[config.mk]
export PLATFORM = sky130hd
export DESIGN_NAME = fld_mode_ctrl
export DESIGN_NICKNAME = d
export VERILOG_FILES = /design/src/logic/fld_pkg.sv /design/src/logic/fld_mode_ctrl.sv /design/src/logic/fld_pin_sync.sv
export VERILOG_INCLUDE_DIRS = /design/src /design/src/logic
export SDC_FILE = /design/constraint.sdc
export NUM_CORES = 1
export LEC_CHECK = 0
export ABC_AREA = 1
export BUFFER_PORTS_ARGS = -buffer_cell sky130_fd_sc_hd__buf_2
export CORE_MARGIN = 1.5
export CORE_UTILIZATION = 61
export CTS_CLUSTER_SIZE = 25
export DETAILED_ROUTE_END_ITERATION = 8
export PLACE_DENSITY = 0.91
export REMOVE_ABC_BUFFERS = 1
export SKIP_LAST_GASP = 1
export SLEW_MARGIN = 20
export SYNTH_ARGS = -nofsm -noshare
export SYNTH_HDL_FRONTEND = slang
export SYNTH_SLANG_ARGS = --single-unit
[constraint.sdc]
create_clock -name i_ref_clk -period 6.69 [get_ports i_ref_clk]
set_input_delay 1.0035 -clock i_ref_clk [delete_from_list [all_inputs] [get_ports i_ref_clk]]
set_output_delay 1.0035 -clock i_ref_clk [all_outputs]
set_load 0.02 [all_outputs]
[src/logic/fld_map.svh]
// Constants for the LED flash driver mode and current control
`ifndef FLD_MAP_SVH
`define FLD_MAP_SVH

// Reference clock
`define FLD_CLK_HZ 25000000
// Indicator PWM rate and its cycle count
`define FLD_PWM_HZ 31250
`define FLD_PWM_CYC (`FLD_CLK_HZ / `FLD_PWM_HZ)
// Duty steps of the indicator PWM field
`define FLD_PWM_STEPS 16
// Low-voltage current step time, one LSB per step
`define FLD_STEP_NS 8000
`define FLD_STEP_CYC ((`FLD_STEP_NS * (`FLD_CLK_HZ / 1000000)) / 1000)
// Serial clock low time before shutdown
`define FLD_SCL_LOW_MS 100
`define FLD_SCL_LOW_CYC (`FLD_SCL_LOW_MS * (`FLD_CLK_HZ / 1000))
// Length of one flash timeout field step
`define FLD_FLASH_STEP_MS 2
`define FLD_FLASH_STEP_CYC (`FLD_FLASH_STEP_MS * (`FLD_CLK_HZ / 1000))
// Mode field codes
`define FLD_MODE_STANDBY 2'h0
`define FLD_MODE_INDICATOR 2'h1
`define FLD_MODE_ASSIST 2'h2
`define FLD_MODE_FLASH 2'h3
// External torch selection codes
`define FLD_EXT_TXMASK 2'h1
`define FLD_EXT_TORCH 2'h2
// Reset values
`define FLD_CUR_RESET 8'h00

`endif

[src/logic/fld_pkg.sv]
// Types for the LED flash driver mode and current control
package fld_pkg;

    // Operating mode seen at the sinks
    typedef enum logic [2:0] {
        FLD_SHUTDOWN = 3'h0,
        FLD_STANDBY = 3'h1,
        FLD_EXT_TORCH = 3'h2,
        FLD_INDICATOR = 3'h3,
        FLD_ASSIST = 3'h4,
        FLD_FLASH = 3'h5
    } fld_mode_t;

    // Flash sequencer states
    typedef enum logic [1:0] {
        FLD_F_IDLE = 2'h0,
        FLD_F_CHECK = 2'h1,
        FLD_F_RUN = 2'h2,
        FLD_F_DONE = 2'h3
    } fld_flash_t;

endpackage : fld_pkg

[src/logic/fld_mode_ctrl.sv]
// LED flash driver mode, flash sequencing and current control
// Function
// - SCL low timeout while active forces shutdown
// - Standby, zero current, when nothing enabled
// - Torch and assist use seven low bits
// - Indicator: six bits, PWM at 31.25 kHz
// - Strobe off: flash starts on output enable
// - Strobe edge starts flash, timeout ends it
// - Strobe level flash, capped by timeout
// - Transmit mask pin lowers flash current
// - Pre-flash supply check: fault, block or reduce
// - Supply sag steps current down per 8 us
// - Actual current readable during flash
// - Minimum current held after the flash
// - Fault register read clears all faults
// - Level strobe held past timeout: stop, fault
// - SCL high in shutdown releases reset at once

`include "fld_map.svh"

module fld_mode_ctrl #(
    parameter int SCL_LOW_CYC = `FLD_SCL_LOW_CYC,
    parameter int FLASH_STEP_CYC = `FLD_FLASH_STEP_CYC,
    parameter int SD_W = 22,
    parameter int FT_W = 24
) (
    // Clock and reset
    input wire logic i_ref_clk,
    input wire logic i_rst,
    // Pins from outside the clock domain
    input wire logic i_scl,
    input wire logic i_strobe,
    input wire logic i_torch,
    input wire logic i_vin_below_low_v,
    input wire logic i_vin_below_run,
    // Configuration fields
    input wire logic [1:0] i_mode,
    input wire logic i_out_on,
    input wire logic [1:0] i_ext_torch,
    input wire logic i_strobe_on,
    input wire logic i_strobe_type,
    input wire logic i_vin_low_v_shutdown,
    input wire logic [3:0] i_ind_pwm,
    input wire logic [7:0] i_flash_timeout,
    // Current settings
    input wire logic [7:0] i_led_current,
    input wire logic [7:0] i_sink_current_setting_b,
    input wire logic [7:0] i_txmask_current,
    // Fault register read strobe
    input wire logic i_fault_read,
    // Sink currents
    output logic [7:0] o_sink_current_a,
    output logic [7:0] o_sink_current_b,
    // Readback currents
    output logic [7:0] o_current_actual,
    output logic [7:0] o_current_min,
    // Fault flags
    output logic o_fault_uvlo,
    output logic o_fault_timeout,
    output logic o_fault_txmask,
    // Status and control back to the register file
    output fld_pkg::fld_mode_t o_mode,
    output logic o_shutdown,
    output logic o_reg_reset,
    output logic o_ctrl_clear
);

    ////////////////////////////////////////////////////////////////////
    // Pin synchronisation

    logic [4:0] pin_level;
    logic [4:0] pin_rise;
    wire scl_s = pin_level[0];
    wire strobe_s = pin_level[1];
    wire strobe_rise = pin_rise[1];
    wire torch_s = pin_level[2];
    wire vlow_s = pin_level[3];
    wire vrun_s = pin_level[4];

    // All pins pass two flops before use
    fld_pin_sync #(.W(5)) u_sync (
        .i_ref_clk(i_ref_clk),
        .i_rst(i_rst),
        .i_pin({i_vin_below_run, i_vin_below_low_v, i_torch, i_strobe,
                i_scl}),
        .o_level(pin_level),
        .o_rise(pin_rise)
    );

    ////////////////////////////////////////////////////////////////////
    // Serial clock low shutdown

    logic [SD_W-1:0] scl_low_cnt;
    logic shutdown;
    wire op_active = (i_mode != `FLD_MODE_STANDBY) && i_out_on && !shutdown;
    wire sd_hit = op_active && !scl_s
        && (scl_low_cnt == SD_W'(SCL_LOW_CYC - 1));

    // Count SCL low time only in active modes
    always_ff @(posedge i_ref_clk) begin
        if (i_rst) begin
            scl_low_cnt <= '0;
            shutdown <= 1'b0;
        end else if (scl_s) begin
            scl_low_cnt <= '0;
            shutdown <= 1'b0;
        end else if (sd_hit) begin
            scl_low_cnt <= '0;
            shutdown <= 1'b1;
        end else if (op_active) begin
            scl_low_cnt <= scl_low_cnt + SD_W'(1);
        end else begin
            scl_low_cnt <= '0;
        end
    end

    ////////////////////////////////////////////////////////////////////
    // Flash trigger decode

    fld_pkg::fld_flash_t fstate;
    fld_pkg::fld_flash_t next_fstate;
    logic flash_sel_d;
    logic [FT_W-1:0] flash_cnt;
    wire flash_sel = (i_mode == `FLD_MODE_FLASH) && i_out_on && !shutdown;
    wire flash_sel_rise = flash_sel && !flash_sel_d;
    wire level_mode = i_strobe_on && i_strobe_type;
    wire trig = flash_sel && (i_strobe_on ? strobe_rise
        : flash_sel_rise);
    wire [FT_W-1:0] flash_limit =
        FT_W'(({1'b0, i_flash_timeout} + 9'h001) * FLASH_STEP_CYC);
    wire expire = (flash_cnt >= flash_limit - FT_W'(1));
    wire blocked = vlow_s && i_vin_low_v_shutdown;
    wire run_end = !flash_sel || expire || (level_mode && !strobe_s);
    wire done_end = i_strobe_on ? !(level_mode && strobe_s) : !flash_sel;

    // Flash sequencer next state
    always_comb begin
        next_fstate = fstate;
        unique case (fstate)
            fld_pkg::FLD_F_IDLE: begin
                if (trig) begin
                    next_fstate = fld_pkg::FLD_F_CHECK;
                end
            end
            fld_pkg::FLD_F_CHECK: begin
                if (blocked || !flash_sel) begin
                    next_fstate = fld_pkg::FLD_F_DONE;
                end else begin
                    next_fstate = fld_pkg::FLD_F_RUN;
                end
            end
            fld_pkg::FLD_F_RUN: begin
                if (run_end) begin
                    next_fstate = fld_pkg::FLD_F_DONE;
                end
            end
            fld_pkg::FLD_F_DONE: begin
                if (done_end) begin
                    next_fstate = fld_pkg::FLD_F_IDLE;
                end
            end
        endcase
    end

    // Sequencer state, trigger history and flash timer
    always_ff @(posedge i_ref_clk) begin
        if (i_rst || shutdown) begin
            fstate <= fld_pkg::FLD_F_IDLE;
            flash_sel_d <= 1'b0;
            flash_cnt <= '0;
        end else begin
            fstate <= next_fstate;
            flash_sel_d <= flash_sel;
            if (fstate == fld_pkg::FLD_F_RUN) begin
                flash_cnt <= flash_cnt + FT_W'(1);
            end else begin
                flash_cnt <= '0;
            end
        end
    end

    ////////////////////////////////////////////////////////////////////
    // Flash current with supply reductions

    logic [7:0] step_cnt;
    logic use_txm;
    logic uv_hit;
    logic [7:0] cur_actual;
    logic [7:0] cur_min;
    wire in_run = (fstate == fld_pkg::FLD_F_RUN);
    wire in_check = (fstate == fld_pkg::FLD_F_CHECK);
    wire step_tick = (step_cnt == 8'(`FLD_STEP_CYC - 1));
    wire txm_active = (i_ext_torch == `FLD_EXT_TXMASK) && torch_s;
    wire [7:0] flash_target = (txm_active || use_txm) ? i_txmask_current
        : i_led_current;
    wire [7:0] check_target = vlow_s ? i_txmask_current
        : (txm_active ? i_txmask_current : i_led_current);

    // Step timer for 8 us per LSB
    always_ff @(posedge i_ref_clk) begin
        if (i_rst || !in_run || step_tick) begin
            step_cnt <= 8'h00;
        end else begin
            step_cnt <= step_cnt + 8'h01;
        end
    end

    // Current in use and lowest current of the pulse
    always_ff @(posedge i_ref_clk) begin
        if (i_rst || shutdown) begin
            cur_actual <= `FLD_CUR_RESET;
            cur_min <= `FLD_CUR_RESET;
            use_txm <= 1'b0;
            uv_hit <= 1'b0;
        end else if (in_check) begin
            use_txm <= vlow_s;
            uv_hit <= 1'b0;
            cur_actual <= check_target;
            cur_min <= check_target;
        end else if (in_run) begin
            if (cur_actual > flash_target) begin
                cur_actual <= flash_target;
            end else if (step_tick && vrun_s && cur_actual != 8'h00) begin
                cur_actual <= cur_actual - 8'h01;
                uv_hit <= 1'b1;
            end else if (step_tick && !vrun_s && !uv_hit
                    && cur_actual < flash_target) begin
                cur_actual <= cur_actual + 8'h01;
            end
            if (cur_actual < cur_min) begin
                cur_min <= cur_actual;
            end
        end else if (cur_actual < cur_min) begin
            cur_min <= cur_actual;
        end
    end

    ////////////////////////////////////////////////////////////////////
    // Fault flags, set wins over the read clear

    wire uvlo_set = (in_check && vlow_s) || (in_run && vrun_s);
    wire tmo_set = in_run && expire && flash_sel
        && !(i_strobe_on && !i_strobe_type);
    wire tmo_stop = tmo_set && level_mode && strobe_s;
    wire txm_set = in_run && txm_active;

    // Sticky faults
    always_ff @(posedge i_ref_clk) begin
        if (i_rst || shutdown) begin
            o_fault_uvlo <= 1'b0;
            o_fault_timeout <= 1'b0;
            o_fault_txmask <= 1'b0;
        end else begin
            o_fault_uvlo <= uvlo_set || (o_fault_uvlo && !i_fault_read);
            o_fault_timeout <= tmo_set
                || (o_fault_timeout && !i_fault_read);
            o_fault_txmask <= txm_set || (o_fault_txmask && !i_fault_read);
        end
    end

    ////////////////////////////////////////////////////////////////////
    // Mode decode and indicator PWM

    logic [9:0] pwm_cnt;
    wire pwm_wrap = (pwm_cnt == 10'(`FLD_PWM_CYC - 1));
    wire [9:0] pwm_on_len =
        10'(({1'b0, i_ind_pwm} + 5'h01) * (`FLD_PWM_CYC / `FLD_PWM_STEPS));
    wire pwm_on = (pwm_cnt < pwm_on_len);
    wire ext_on = (i_mode == `FLD_MODE_STANDBY)
        && (i_ext_torch == `FLD_EXT_TORCH) && torch_s;
    fld_pkg::fld_mode_t mode_now;

    // Free-running 31.25 kHz period counter
    always_ff @(posedge i_ref_clk) begin
        if (i_rst || pwm_wrap) begin
            pwm_cnt <= 10'h000;
        end else begin
            pwm_cnt <= pwm_cnt + 10'h001;
        end
    end

    // Present operating mode
    assign mode_now = shutdown ? fld_pkg::FLD_SHUTDOWN
        : ext_on ? fld_pkg::FLD_EXT_TORCH
        : !i_out_on ? fld_pkg::FLD_STANDBY
        : (i_mode == `FLD_MODE_INDICATOR) ? fld_pkg::FLD_INDICATOR
        : (i_mode == `FLD_MODE_ASSIST) ? fld_pkg::FLD_ASSIST
        : (i_mode == `FLD_MODE_FLASH) ? fld_pkg::FLD_FLASH
        : fld_pkg::FLD_STANDBY;

    logic [7:0] next_cur_a;
    logic [7:0] next_cur_b;

    // Sink current per mode
    always_comb begin
        next_cur_a = 8'h00;
        next_cur_b = 8'h00;
        unique case (mode_now)
            fld_pkg::FLD_SHUTDOWN, fld_pkg::FLD_STANDBY: begin
                next_cur_a = 8'h00;
                next_cur_b = 8'h00;
            end
            fld_pkg::FLD_EXT_TORCH, fld_pkg::FLD_ASSIST: begin
                next_cur_a = {1'b0, i_led_current[6:0]};
                next_cur_b = {1'b0, i_sink_current_setting_b[6:0]};
            end
            fld_pkg::FLD_INDICATOR: begin
                if (pwm_on) begin
                    next_cur_a = {2'b00, i_led_current[5:0]};
                    next_cur_b = {2'b00, i_sink_current_setting_b[5:0]};
                end
            end
            fld_pkg::FLD_FLASH: begin
                if (in_run && !tmo_stop) begin
                    next_cur_a = cur_actual;
                    next_cur_b = cur_actual;
                end
            end
        endcase
    end

    // Registered outputs
    always_ff @(posedge i_ref_clk) begin
        if (i_rst) begin
            o_sink_current_a <= `FLD_CUR_RESET;
            o_sink_current_b <= `FLD_CUR_RESET;
            o_current_actual <= `FLD_CUR_RESET;
            o_current_min <= `FLD_CUR_RESET;
            o_mode <= fld_pkg::FLD_STANDBY;
            o_shutdown <= 1'b0;
            o_reg_reset <= 1'b0;
            o_ctrl_clear <= 1'b0;
        end else begin
            o_sink_current_a <= next_cur_a;
            o_sink_current_b <= next_cur_b;
            o_current_actual <= in_run ? cur_actual : 8'h00;
            o_current_min <= cur_min;
            o_mode <= mode_now;
            o_shutdown <= shutdown;
            o_reg_reset <= sd_hit;
            o_ctrl_clear <= tmo_stop;
        end
    end

endmodule : fld_mode_ctrl

[src/logic/fld_pin_sync.sv]
// Two-flop pin synchroniser with rising edge detect
module fld_pin_sync #(
    parameter int W = 1
) (
    // Clock and reset
    input wire logic i_ref_clk,
    input wire logic i_rst,
    // Asynchronous pins
    input wire logic [W-1:0] i_pin,
    // Synchronised level and rising edge pulse
    output logic [W-1:0] o_level,
    output logic [W-1:0] o_rise
);

    logic [W-1:0] meta;
    logic [W-1:0] prev;

    // Two stages, then one more for edge detect
    always_ff @(posedge i_ref_clk) begin
        if (i_rst) begin
            meta <= '0;
            o_level <= '0;
            prev <= '0;
        end else begin
            meta <= i_pin;
            o_level <= meta;
            prev <= o_level;
        end
    end

    // Rising edge from the second and third stage only
    assign o_rise = o_level & ~prev;

endmodule : fld_pin_sync

# [Word level (Yosys, flattened, before mapping)]
# Cells that the tools add are included.
[word_totals] inputBits=52 reg_bits=139 wordCells=169 out_inout_bits=41
[op_classes] n_mux=28 n_bitwise=5 n_lt_le_gt_ge=5 n_reduce_logical=76 n_eq_ne=19 n_addsub=9 multipliers=2
[op_table] op="two-way mux 8 bit" count=11
[op_table] op="one-hot mux 8 bit (4 select lines)" count=2
[op_table] op="logical AND 1 bit" count=33
[op_table] op="adder 24 x 1 -> 24 bit, second input constant" count=1
[op_table] op=">= comparator 24 bit" count=1
[op_table] op="subtractor 24 x 1 -> 24 bit, second input constant" count=1
[op_table] op="adder 22 x 1 -> 22 bit, second input constant" count=1
[op_table] op="equality test 22 bit, second input constant" count=1
[op_table] op="multiplier 9 x 12 -> 20 bit, second input constant" count=1
[op_table] op="two-way mux 3 bit" count=6
[op_table] op="adder 8 x 1 -> 8 bit, second input constant" count=2
[op_table] op="< comparator 8 bit" count=2
[op_table] op="zero test 1 bit" count=13
[op_table] op="logical OR 1 bit" count=12
[op_table] op="two-way mux 6 bit" count=2
[op_table] op="OR reduction 2 bit" count=6
[op_table] op="adder 10 x 1 -> 10 bit, second input constant" count=1
[op_table] op="equality test 10 bit, second input constant" count=1
[op_table] op="equality test 2 bit, second input constant" count=5
[op_table] op="< comparator 10 bit" count=1
[op_table] op="adder 8 x 1 -> 9 bit, second input constant" count=1
[op_table] op="multiplier 5 x 5 -> 9 bit, second input constant" count=1
[op_table] op="equality test 8 bit, second input constant" count=1
[op_table] op="greater-than comparator 8 bit" count=1
[op_table] op="other kinds (21)" count=37

# [Depth between registers and ports, before layout]
[depth] word_depth=13 depth_mapped=41 ltp_nobuf=41

# [Cells and area by module]
# From an unflattened synthesis, not the netlist that was laid out.
[hier_totals] hier_cells=1405 area_unflattened_um2=10044.6
[by_module_without_submodules] module="fld_mode_ctrl" area_each_um2=9601.7 seq_area_each_um2=2522.4 cells_each=1354 instances=1
[by_module_without_submodules] module="fld_pin_sync" area_each_um2=442.9 seq_area_each_um2=300.3 cells_each=51 instances=1

# [Worst setup path before layout]
# No wires, ideal clock.
[synth_path] path_kind="input to register" start="in i_flash_timeout[1]" end="reg o_sink_current_a[0]" cell_stages=37 path_slack_ps=508 required_ps=6580 arrival_time_ps=6072 setup_time_ps=110 n_path_buf=0 cell_sequence="nand3_1 -> nor3_1 -> nand2_1 -> nor2_1 -> xor2_1 -> inv_1 -> ha_1 -> ha_1 -> inv_1 -> fa_1 -> inv_1 -> fa_1 -> ha_1 -> nand2_1 -> inv_1 -> a21oi_1 -> nand3b_1 -> nand2_2 -> nand2_1 -> nor2_2 -> nand2_2 -> nor2_4 -> nand3_1 -> nand2_1 -> nand2_1 -> ha_1 -> nand2_1 -> nor2_1 -> nand2_1 -> nor2_1 -> nand2_1 -> nand3_1 -> nand3_2 -> nand3_1 -> nand3_1 -> nand2_1 -> inv_1"
[synth_between] elab_chain_len=13
[synth_rtl] item="from (decl)" line="fld_mode_ctrl.sv:44" text="input wire logic [7:0] i_flash_timeout,"
[synth_rtl] item="adder 8 x 1 -> 9 bit" line="fld_mode_ctrl.sv:130" text="FT_W'(({1'b0, i_flash_timeout} + 9'h001) * FLASH_STEP_CYC);"
[synth_rtl] item="multiplier 9 x 12 -> 20 bit" line="fld_mode_ctrl.sv:130"
[synth_rtl] item="subtractor 24 x 1 -> 24 bit" line="fld_mode_ctrl.sv:131" text="wire expire = (flash_cnt >= flash_limit - FT_W'(1));"
[synth_rtl] item=">= comparator 24 bit" line="fld_mode_ctrl.sv:131"
[synth_rtl] item="logical AND 1 bit (2 in series)" line="fld_mode_ctrl.sv:242" text="wire tmo_set = in_run && expire && flash_sel"
[synth_rtl] item="logical AND 1 bit" line="fld_mode_ctrl.sv:243" text="&& !(i_strobe_on && !i_strobe_type);"
[synth_rtl] item="logical AND 1 bit (2 in series)" line="fld_mode_ctrl.sv:244" text="wire tmo_stop = tmo_set && level_mode && strobe_s;"
[synth_rtl] item="zero test 1 bit" line="fld_mode_ctrl.sv:314" text="if (in_run && !tmo_stop) begin"
[synth_rtl] item="logical AND 1 bit" line="fld_mode_ctrl.sv:314"
[synth_rtl] item="two-way mux 8 bit" line="fld_mode_ctrl.sv:314"
[synth_rtl] item="one-hot mux 8 bit (4 select lines)" line="fld_mode_ctrl.sv:298" text="unique case (mode_now)"
[synth_rtl] item="to (signal assigned)" line="fld_mode_ctrl.sv:325" text="o_sink_current_a <= `FLD_CUR_RESET;"
[synth_rtl] item="to (signal assigned)" line="fld_mode_ctrl.sv:334" text="o_sink_current_a <= next_cur_a;"
[synth_rtl] item="to (decl)" line="fld_mode_ctrl.sv:52" text="output logic [7:0] o_sink_current_a,"
# Every way passes these cells.
# A chain may end at the register's enable or synchronous reset.

# [Final worst setup path]
[layout_path] start="in i_flash_timeout[1]" end="reg o_sink_current_b[6]"
[layout_between] elab_chain_len=13
[layout_rtl] item="adder 8 x 1 -> 9 bit" line="fld_mode_ctrl.sv:130"
[layout_rtl] item="multiplier 9 x 12 -> 20 bit" line="fld_mode_ctrl.sv:130"
[layout_rtl] item="subtractor 24 x 1 -> 24 bit" line="fld_mode_ctrl.sv:131"
[layout_rtl] item=">= comparator 24 bit" line="fld_mode_ctrl.sv:131"
[layout_rtl] item="logical AND 1 bit (2 in series)" line="fld_mode_ctrl.sv:242"
[layout_rtl] item="logical AND 1 bit" line="fld_mode_ctrl.sv:243"
[layout_rtl] item="logical AND 1 bit (2 in series)" line="fld_mode_ctrl.sv:244"
[layout_rtl] item="zero test 1 bit" line="fld_mode_ctrl.sv:314"
[layout_rtl] item="logical AND 1 bit" line="fld_mode_ctrl.sv:314"
[layout_rtl] item="two-way mux 8 bit" line="fld_mode_ctrl.sv:314"
[layout_rtl] item="one-hot mux 8 bit (4 select lines)" line="fld_mode_ctrl.sv:298"
[layout_rtl] item="to (signal assigned)" line="fld_mode_ctrl.sv:326" text="o_sink_current_b <= `FLD_CUR_RESET;"
[layout_rtl] item="to (signal assigned)" line="fld_mode_ctrl.sv:335" text="o_sink_current_b <= next_cur_b;"
[layout_rtl] item="to (decl)" line="fld_mode_ctrl.sv:53" text="output logic [7:0] o_sink_current_b,"
# Every way passes these cells.

==> reports/results.txt <==
Inserted Diodes: 0
Starting density of the core: 0.630
Register area share after synthesis: 0.272
Yosys reg bits: 137
Place WS: -0.227 ns
First-pass GRT wire length: 42.6 mm
Library cells used by synthesis: 47
Grt total ovfl: 0
Routed WL: 26.3 mm
Most used cell, CP: nand2_1
Critical Setup Path Class: in2reg
Total chip power: 3.69 mW
Main synth FF type: dfxtp_1
Max_cap viols: 0
Post-synth top cells: nand2_1 (285), inv_1 (231), nor2_1 (176)
Crit path buffers/inverters: 5
Final setup vio count: 0
Crit-path max FO: 8
Area leader, netlist: dfxtp_1
Max VDD drop: 0.238 mV
Dpl hpwl: 18.9 mm
LEAKAGE: 5.88 nW
Mapped cell area: 10100 sq um
Skew-Pair Late Insertion Delay: 0.43 ns
Biggest cell delay along the critical path: 0.43 ns
Vias in the first global route: 9531
Routed vias/inst: 5.59
Crit-path leading delay family: simple AND/OR/NAND/NOR gates
PnR worst setup slack: 0.331 ns
Crit. End Element: flop
Post-synth top area share: 0.272
Root Driver: clkbuf_16
Final TNS setup: 0 ns
Slew Viols, Final: 0
Drt initial violations: 974
Warnings from Yosys: 0
Die Span Y: 132 um
Max Buffers Root-to-Sink: 2
Crit path launch type: input pin
WL/cell: 14.6 um
Worst EP required: 6.97 ns
Final Skew: 0.00875 ns
Number of nets in the layout: 1767
Clk sinks: 137
Status: complete, no violations
Final hold violations: 0
Buffers on Ports: 91
Antenna violations before repair: 1
GP Congestion: 0.959
Actual slew at the worst max-slew pin: 1.13 ns
P&R area growth vs syn: 16.6%
Async set or reset register ratio after synthesis: 0
CTS tree: yes
Total track usage: 0.295
CORE AREA: 16000 sq um
Clk pin slew, worst setup/hold paths: 0.06 ns
Maximum level of the CTS H-tree: 4
Die ar.: 17300 sq um
Top cells by area, synth: dfxtp_1 (27%), ha_1 (15%), nand2_1 (11%)
P per Cell Area: 314 nW/um^2
Vias: 10100
Period minus WS final: 6.36 ns
Critical Path AT: 6.64 ns
Period utilization: 0.950
Die extent in x: 132 um
Avg Inst Size Synth: 7.02 sq um
Worst Hold Class: reg2reg
I/O pins: 93
Syn Inst Count: 1435
Slowest CP cell: fa_1
DRC violations left: 0
Post-synth EDFFs: 0
Layout cells sized above 1: 0.163
ANT nets after route: 0
Upper clock frequency limit: 157 MHz
Pre-antenna DRT Iters: 7
Top-count cell post-synth: nand2_1
Slew HR: 0.241
Core Util, Final: 0.734
Final Cell Area: 11700 sq um
Cell Rows: 46
Cell area after placement: 11000 sq um
CTS Hold Buffers Added: 0
Number of buffers created by CTS: 17
Largest net degree at the start of global routing: 30
-- per-layer routing --
layer / track usage / wire length (um) / vias up
met5: 0 / 12 / -
met3: 0.0679 / 2070 / 117
met1: 0.358 / 10700 / 4595
met2: 0.508 / 12500 / 442
li1: - / - / 4905
met4: 0.112 / 964 / 2
-- cell families after synthesis --
logic type	count (synthesis)	synth area share
and+or+nand+nor	678	0.306
buffers and inverters	264	0.101
AOI/OAI and AO/OA	168	0.0908
adders and majority gates	142	0.191
DFF	137	0.272
xor gates and xnor gates	46	0.0400
-- final cells by class --
cell class	count	area, sq um
timing repair buffer	142	838
fill	1108	4250
tap	216	270
inverter	241	905
clock inverter	12	130
clock buffer	18	429
multi-input combinational	1034	6430
sequential	137	2740
-- power by group --
part	leakage (nW)	switching, mW	internal, mW
Clock	0.271	0.360	0.542
Sequential	1.11	0.0706	0.884
Combinational	4.49	1.13	0.707
-- path summary, 6_finish.rpt --
check	endpoint	cells after the start	slack [ns]	start
setup / recovery	o_sink_current_b[6]$_SDFF_PP0_	35	0.33	i_flash_timeout[1]
hold / removal	u_sync.o_level[3]$_SDFF_PP0_	2	0.41	u_sync.meta[3]$_SDFF_PP0_
setup reg to reg	cur_actual[3]$_SDFFE_PP0P_	12	3.13	u_sync.o_level[2]$_SDFF_PP0_
hold reg to reg	u_sync.o_level[3]$_SDFF_PP0_	2	0.41	u_sync.meta[3]$_SDFF_PP0_
-- worst reg2reg max path: stages, from the launching register on --
cell and delay [ns]:
dfxtp_1 0.36, nand3_1 0.27, nand2_1 0.46, o21ai_0 0.23
ha_1 0.37, nand2_1 0.09, nor2_1 0.21, nand4_1 0.35
nand2_1 0.46, nand3_2 0.17, nand2_4 0.22, nor2_1 0.10
a21oi_1 0.20
-- placed cells by master, fill, tap and decap left out, types with 14 or more instances in the layout --
cell type	netlist	routed
dfxtp_1	137	137
inv_1	231	229
a21oi_1	94	89
nand2_1	285	284
xnor2_1	14	14
ha_1	123	120
xor2_1	32	31
buf_4	2	51
clkbuf_16	0	17
nor2_1	176	170
nor2_2	10	14
nand3_1	83	78
fa_1	19	19
nand4_1	35	35
buf_2	8	91
o21ai_0	42	42
nor3_1	24	23
-- timing repair --
| item | CTS | global route |
|---|---|---|
| resized for setup | 0 | 27 |
| setup buffers | 0 | 3 |
| setup endpoints to repair | 0 | 19 |
-- sequential cells by signal (all words and copies together) (netlist names), 2 cells and up --
signal,count
cur_actual,8
o_current_min,8
fstate,2
u_sync.meta,5
scl_low_cnt,22
o_sink_current_b,7
o_current_actual,8
step_cnt,8
flash_cnt,24
u_sync.o_level,5
cur_min,8
pwm_cnt,10
o_mode,3
o_sink_current_a,8
-- stage by stage --
stage | hold WS, ns | std cells
2_1_floorplan | 0.388 | 1412
3_3_place_gp | 0.390 | 1767
3_5_place_dp | 0.401 | 1767
4_1_cts | 0.413 | 1797
5_1_grt | 0.427 | 1800
6_report | 0.412 | 1800
Power figures use the tool's default switching activity.
